[src/core/bcms_pkg.sv]
package bcms_pkg;
  // Datapath widths
  localparam int ADDR_W      = 24;
  localparam int COUNT_W     = 16;
  localparam int SHORT_W     = 8;
  // Cycle budget: fixed overhead plus per-byte cost
  localparam int OVERHEAD_ST = 8;
  localparam int PER_BYTE_ST = 4;
  // Idle bookkeeping states before and after the loop
  localparam int SETUP_ST    = 4;
  localparam int FINISH_ST   = OVERHEAD_ST - SETUP_ST;
  localparam logic [3:0] STEP_ONE = 4'h1;
  localparam logic [COUNT_W-1:0] COUNT_ZERO = 16'h0000;

  // Sequencer states, one-hot
  typedef enum logic [5:0] {
    BCMS_IDLE   = 6'h01,
    BCMS_SETUP  = 6'h02,
    BCMS_READ   = 6'h04,
    BCMS_WAIT   = 6'h08,
    BCMS_WRITE  = 6'h10,
    BCMS_FINISH = 6'h20
  } bcms_state_type;
endpackage : bcms_pkg

[src/core/bcms_bus_if.sv]
`timescale 1ns/1ps
// Memory bus between sequencer and port stage
interface bcms_bus_if;
  import bcms_pkg::*;
  logic [ADDR_W-1:0] addr;
  logic              rd;
  logic              wr;
  logic [7:0]        wdata;
  modport seq (output addr, output rd, output wr, output wdata);
  modport port (input addr, input rd, input wr, input wdata);
endinterface : bcms_bus_if

[src/core/bcms_bus_reg.sv]
`timescale 1ns/1ps
// Registers the bus requests so every memory output comes from a flip-flop
module bcms_bus_reg
  import bcms_pkg::*;
(
  // Clock and reset
  input  wire logic              ref_clk,
  input  wire logic              sys_rst,
  // Request side
  bcms_bus_if.port               req,
  // Memory pins
  output logic [bcms_pkg::ADDR_W-1:0] mem_addr,
  output logic                   mem_rd,
  output logic                   mem_wr,
  output logic [7:0]             mem_wdata
);
  import bcms_pkg::*;

  logic [ADDR_W-1:0] next_addr;
  logic              next_rd;
  logic              next_wr;
  logic [7:0]        next_wdata;

  // Next bus values
  always_comb begin
    next_addr  = req.addr;
    next_rd    = req.rd;
    next_wr    = req.wr;
    next_wdata = req.wdata;
  end

  // Bus registers
  always_ff @(posedge ref_clk) begin
    if (sys_rst) begin
      mem_addr  <= '0;
      mem_rd    <= 1'b0;
      mem_wr    <= 1'b0;
      mem_wdata <= 8'h00;
    end else begin
      mem_addr  <= next_addr;
      mem_rd    <= next_rd;
      mem_wr    <= next_wr;
      mem_wdata <= next_wdata;
    end
  end
endmodule : bcms_bus_reg

[src/core/bcms_sequencer.sv]
`timescale 1ns/1ps
module bcms_sequencer
  import bcms_pkg::*;
(
  // Clock and reset
  input  wire logic                        ref_clk,
  input  wire logic                        sys_rst,
  // Instruction start
  input  wire logic                        start,
  input  wire logic                        block_copy_long_count,
  input  wire logic [bcms_pkg::COUNT_W-1:0] count_word_in,
  input  wire logic [bcms_pkg::ADDR_W-1:0]  source_pointer_in,
  input  wire logic [bcms_pkg::ADDR_W-1:0]  dest_pointer_in,
  // Memory read data, valid in the same cycle as the mem_rd strobe
  input  wire logic [7:0]                  mem_rdata,
  // Memory bus
  output logic [bcms_pkg::ADDR_W-1:0]       mem_addr,
  output logic                             mem_rd,
  output logic                             mem_wr,
  output logic [7:0]                       mem_wdata,
  // Register results and status
  output logic [bcms_pkg::COUNT_W-1:0]      count_word_reg,
  output logic [bcms_pkg::ADDR_W-1:0]       source_pointer_reg,
  output logic [bcms_pkg::ADDR_W-1:0]       dest_pointer_reg,
  output logic                             busy,
  output logic                             done
);
  import bcms_pkg::*;

  // Request bus towards the registered port stage
  bcms_bus_if bus ();

  // Control state
  bcms_state_type     state;
  bcms_state_type     next_state;
  logic               long_mode;
  logic               next_long_mode;
  logic [3:0]         phase;
  logic [3:0]         next_phase;
  logic               next_busy;
  logic               next_done;
  // Decisions handed from control to the datapath
  logic               load_operands;
  logic               step_byte;
  logic               capture_data;
  // Datapath state
  logic [7:0]         data;
  logic [7:0]         next_data;
  logic [COUNT_W-1:0] next_count;
  logic [ADDR_W-1:0]  next_src;
  logic [ADDR_W-1:0]  next_dst;
  logic [COUNT_W-1:0] stepped_count;

  // Count still to move under the active form
  function automatic logic count_left(input logic lm, input logic [COUNT_W-1:0] c);
    count_left = lm ? (c != COUNT_ZERO) : (c[SHORT_W-1:0] != COUNT_ZERO[SHORT_W-1:0]);
  endfunction : count_left

  // Count after one byte; the short form never touches the high byte
  function automatic logic [COUNT_W-1:0] count_step(input logic lm, input logic [COUNT_W-1:0] c);
    if (lm) begin
      count_step = c - COUNT_W'(1);
    end else begin
      count_step = {c[COUNT_W-1:SHORT_W], c[SHORT_W-1:0] - SHORT_W'(1)};
    end
  endfunction : count_step

  // Count as it will stand once the current byte is done
  assign stepped_count = count_step(long_mode, count_word_reg);

  // Sequencer next-state logic
  always_comb begin
    next_state     = state;
    next_long_mode = long_mode;
    next_phase     = phase;
    next_busy      = busy;
    next_done      = 1'b0;
    load_operands  = 1'b0;
    step_byte      = 1'b0;
    capture_data   = 1'b0;
    case (state)
      BCMS_IDLE: begin
        if (start) begin
          next_state     = BCMS_SETUP;
          next_long_mode = block_copy_long_count;
          next_phase     = STEP_ONE;
          next_busy      = 1'b1;
          load_operands  = 1'b1;
        end
      end
      BCMS_SETUP: begin
        next_phase = phase + STEP_ONE;
        if (phase == 4'(SETUP_ST - 1)) begin
          next_phase = STEP_ONE;
          next_state = count_left(long_mode, count_word_reg) ? BCMS_READ : BCMS_FINISH;
        end
      end
      BCMS_READ: begin
        next_state = BCMS_WAIT;
      end
      BCMS_WAIT: begin
        capture_data = 1'b1;
        next_state   = BCMS_WRITE;
        next_phase   = STEP_ONE;
      end
      BCMS_WRITE: begin
        // Two write states keep each byte at four states
        next_phase = phase + STEP_ONE;
        if (phase != STEP_ONE) begin
          step_byte  = 1'b1;
          next_phase = STEP_ONE;
          next_state = count_left(long_mode, stepped_count) ? BCMS_READ : BCMS_FINISH;
        end
      end
      BCMS_FINISH: begin
        next_phase = phase + STEP_ONE;
        if (phase == 4'(FINISH_ST)) begin
          next_state = BCMS_IDLE;
          next_busy  = 1'b0;
          next_done  = 1'b1;
        end
      end
      default: begin
        next_state = BCMS_IDLE;
        next_busy  = 1'b0;
      end
    endcase
  end

  // Register file next values: load at start, step after each byte
  always_comb begin
    next_count = count_word_reg;
    next_src   = source_pointer_reg;
    next_dst   = dest_pointer_reg;
    next_data  = data;
    if (load_operands) begin
      next_count = count_word_in;
      next_src   = source_pointer_in;
      next_dst   = dest_pointer_in;
    end
    if (step_byte) begin
      next_count = stepped_count;
      next_src   = source_pointer_reg + ADDR_W'(1);
      next_dst   = dest_pointer_reg + ADDR_W'(1);
    end
    if (capture_data) begin
      next_data = mem_rdata;
    end
  end

  // Bus requests: read from the source, write to the destination
  always_comb begin
    bus.addr  = source_pointer_reg;
    bus.rd    = 1'b0;
    bus.wr    = 1'b0;
    bus.wdata = data;
    case (state)
      BCMS_READ: begin
        bus.rd = 1'b1;
      end
      BCMS_WRITE: begin
        bus.addr = dest_pointer_reg;
        bus.wr   = (phase == STEP_ONE);
      end
      default: begin
        bus.rd = 1'b0;
      end
    endcase
  end

  // Control registers
  always_ff @(posedge ref_clk) begin
    if (sys_rst) begin
      state     <= BCMS_IDLE;
      long_mode <= 1'b0;
      phase     <= 4'h0;
      busy      <= 1'b0;
      done      <= 1'b0;
    end else begin
      state     <= next_state;
      long_mode <= next_long_mode;
      phase     <= next_phase;
      busy      <= next_busy;
      done      <= next_done;
    end
  end

  // Register file and data registers
  always_ff @(posedge ref_clk) begin
    if (sys_rst) begin
      data               <= 8'h00;
      count_word_reg     <= COUNT_ZERO;
      source_pointer_reg <= '0;
      dest_pointer_reg   <= '0;
    end else begin
      data               <= next_data;
      count_word_reg     <= next_count;
      source_pointer_reg <= next_src;
      dest_pointer_reg   <= next_dst;
    end
  end

  // Registered memory port
  bcms_bus_reg u_bus_reg (
    .ref_clk   (ref_clk),
    .sys_rst   (sys_rst),
    .req       (bus.port),
    .mem_addr  (mem_addr),
    .mem_rd    (mem_rd),
    .mem_wr    (mem_wr),
    .mem_wdata (mem_wdata)
  );
endmodule : bcms_sequencer

[config.mk]
export PLATFORM = sky130hd
export DESIGN_NAME = bcms_sequencer
export DESIGN_NICKNAME = d
export VERILOG_FILES = /design/src/core/bcms_pkg.sv /design/src/core/bcms_bus_if.sv /design/src/core/bcms_bus_reg.sv /design/src/core/bcms_sequencer.sv
export SDC_FILE = /design/constraint.sdc
export NUM_CORES = 1
export LEC_CHECK = 0
export ABC_AREA = 0
export BUFFER_PORTS_ARGS = -buffer_cell sky130_fd_sc_hd__clkbuf_2
export CORE_UTILIZATION = 47
export DETAILED_ROUTE_END_ITERATION = 8
export GPL_ROUTABILITY_DRIVEN = 0
export PLACE_DENSITY = 0.85
export SYNTH_ARGS = -nofsm -noshare
export SYNTH_HDL_FRONTEND = slang
export SYNTH_HIERARCHICAL = 1
export SYNTH_SLANG_ARGS = --single-unit
[constraint.sdc]
create_clock -name ref_clk -period 2.45 [get_ports ref_clk]
set_input_delay 0.245 -clock ref_clk [delete_from_list [all_inputs] [get_ports ref_clk]]
set_output_delay 0.245 -clock ref_clk [all_outputs]
set_load 0.01 [all_outputs]
==> flow_summary.toml <==
[power]
cellPowerDensity_mw_per_mm2 = 1200
switchingPower_uw = 3610
p_leak_uw = 0.00339
p_int_uw = 5660
swShare = 0.389
ir_drop_uv = 600
power_frac_clock = 0.238
seq_power_share = 0.334
power.total_uw = 9270
p_comb_frac = 0.428

[detailed_routing]
wire_per_inst_um = 16.7
final_antenna_net_count = 0
drc = 0
via_count = 6078
wl_um = 17600
dr.pass1.iters = 5
first_iter_violations = 739
vias_per_cell = 5.75

[yosys]
synth_edf_count = 0
synth_nets = 771
synth_cell_types = 64
syn_area_mm2 = 0.00591
avgSynthCellArea_um2 = 8.59
synth.yosys.warnings = 6
ys_seq_area_frac = 0.403
ys_ff_latch = 119
async_flop_share = 0
synthCells = 688
synth_ff_type = "dfxtp_1"

[global_routing]
grtUsageTotal = 0.266
busiest_layer = "met2"
grt_pass1_wl_um = 27000
grt_max_degree = 49
grt_util_met1 = 0.338
antenna_found_initial = 0
use_met2 = 0.433
grt_remaining_overflow = 0
gr-usage-met3 = 0.0641
grt_pass1_vias = 5441

[finish]
mostFrequentLayoutCell = "clkbuf_2"
most-common-layout-cells = "clkbuf_2, dfxtp_1, a21oi_1"
nNetsFinal = 964
antenna_cells = 0
final_cells = 1057
syn2layout_area_growth_pct = 30.7
drive_above_1_share = 0.327
postLayoutCoreUtil = 0.638

[die]
initial_core_util = 0.488
rows = 40
dieHeight_um = 114
die_area_mm2 = 0.0130
core-area_mm2 = 0.0121
die_w_um = 114
io_pins = 176

[status]
status = "complete, no violations"

[sta]
drv_slew = 0
clock-skew-final_ns = 0.00879
rsz0062_at_grt = "false"
hold_viol_final = 0
setup_tns_ns = 0
worstMarginPinSlew_ns = 0.530
fin_crit_sh = 0.958
max_slew_margin = 0.643
max_freq_mhz = 426
fin_crit_ns = 2.35
final.setup.worst_slack_ns = 0.104
setup_viol = 0

[worst_setup_path]
path_max_fanout = 12
rr_worst_depth = 7
cp-start-kind = "flip-flop"
reg2reg_slack_ns = 0.10
worst-setup-path-type = "reg2reg"
r2r_end = "dest_pointer_reg[0]$_SDFFE_PP0P_"
critPathCaptureType = "flip-flop"
cp.required_ns = 2.75
cp.arrival_ns = 2.64
r2r_start = "state[5]$_SDFFE_PP0P_"

[clock_tree]
cts_root_buffer = "clkbuf_16"
cts.sink_count = 119
cts_tree = "done"
cts_max_level = 4
ctsHoldBuffers = 0
numCtsBuffers = 17
clock_latency_ns = 0.42
clkTransAtPathRegs_ns = 0.05
clockBufferDepth = 2

[placed_design]
dp_slack_ns = -0.0795
port_buffers = 175
hpwl_um = 12300
placedCellCount = 1027

[worst_hold_path]
hold_class = "in2reg"
hold_path_end = "source_pointer_reg[23]$_SDFFE_PP0P_"
min-delay-start = "source_pointer_in[23]"
whs_path_depth = 3

[job]
cap_violations = 0
==> cells by family after synthesis <==
logic type / Yosys count / synth area share
buf+inv: 57 / 0.0502
mux: 31 / 0.0574
simple gates: 284 / 0.262
xor+xnor: 4 / 0.00593
flops: 119 / 0.403
compound gates: 186 / 0.206
fa+ha+maj: 7 / 0.0148
==> final cells by class <==
class | count | area, µm²
clock buffer | 21 | 460
inverter | 16 | 60.1
multi-input combinational | 512 | 3300
tap | 168 | 210
sequential | 119 | 2380
fill | 1044 | 4390
timing repair buffer | 215 | 1250
clock inverter | 6 | 55.1
==> synth_stat cells, drive strengths merged (2+ instances only) <==
cell | n | area, µm²
a211oi | 6 | 45.0
a21oi | 77 | 389
a221oi | 3 | 38.8
a22oi | 13 | 97.6
a2bb2oi | 20 | 175
a311oi | 2 | 17.5
a31oi | 9 | 56.3
a32oi | 8 | 70.1
a41oi | 5 | 43.8
and2 | 8 | 52.6
and2b | 4 | 35.0
and3 | 12 | 75.1
and4 | 4 | 35.0
and4b | 2 | 20.0
buf | 21 | 161
clkbuf | 20 | 75.1
dfxtp | 119 | 2380
ha | 7 | 87.6
inv | 16 | 60.1
mux2 | 23 | 259
mux2i | 8 | 80.1
nand2 | 49 | 184
nand3 | 50 | 250
nand3b | 3 | 22.5
nand4 | 4 | 25.0
nor2 | 56 | 210
nor2b | 33 | 206
nor3 | 21 | 115
nor3b | 4 | 35.0
nor4 | 11 | 75.1
nor4b | 6 | 77.6
o211ai | 5 | 37.5
o21ai | 24 | 120
o21bai | 2 | 15.0
o311ai | 2 | 17.5
o31a | 2 | 17.5
o31ai | 2 | 15.0
or3 | 5 | 31.3
or3b | 2 | 17.5
or4 | 6 | 48.8
xnor2 | 3 | 26.3
==> power by group through the flow <==
| stage | clock (µW) | combinational, µW | sequential [µW] |
|---|---|---|---|
| after global placement | 0 | 3710 | 3090 |
| after detailed placement | 0 | 3780 | 3100 |
| after global routing | 2330 | 4280 | 3180 |
| after floorplan | 0 | 2340 | 3180 |
| final | 2210 | 3960 | 3100 |
| after CTS | 2230 | 3830 | 3070 |
==> worst max-delay path by stage <==
stage | startpoint | end | slack (ns) | cells after the start
floorplan | count_word_reg[0]$_SDFFE_PP0P_ | state[2]$_SDFFE_PP0P_ | 0.1 | 10
global placement | phase[0]$_SDFFE_PP0P_ | count_word_reg[1]$_SDFFE_PP0P_ | 0.07 | 8
detailed placement | phase[0]$_SDFFE_PP0P_ | count_word_reg[1]$_SDFFE_PP0P_ | -0.08 | 8
CTS | phase[0]$_SDFFE_PP0P_ | count_word_reg[1]$_SDFFE_PP0P_ | -0.005 | 8
global route | state[5]$_SDFFE_PP0P_ | source_pointer_reg[6]$_SDFFE_PP0P_ | 0.02 | 7
finish | state[5]$_SDFFE_PP0P_ | dest_pointer_reg[0]$_SDFFE_PP0P_ | 0.10 | 7
==> per-stage QoR <==
step           cell area, µm²  hold WS, ns
3_5_place_dp             7110        0.459
2_1_floorplan            5920        0.381
5_1_grt                  7720       0.0736
6_report                 7720       0.0648
4_1_cts                  7640       0.0573
3_3_place_gp             7110        0.442
==> routing by layer <==
layer / vias up / part of all wire
li1: 2920 / -
met1: 2865 / 0.43
met2: 257 / 0.48
met3: 36 / 0.064
met4: 0 / 0.022
met5: - / 0
==> critical path, stage by stage, from the launching register on <==
cell and delay (ns):
dfxtp_1 0.34, or4_4 0.59, nor4b_2 0.44, nor4_4 0.14, and2_4 0.21, buf_12 0.15
a221oi_1 0.30, nor2_1 0.06
==> repair_timing <==
action                     4_1_cts  5_1_grt
gates resized for setup          2        8
buffers inserted                 0        3
pin swaps                        0        4
setup endpoints to repair       22       60
(Power assumes the default switching activity.)
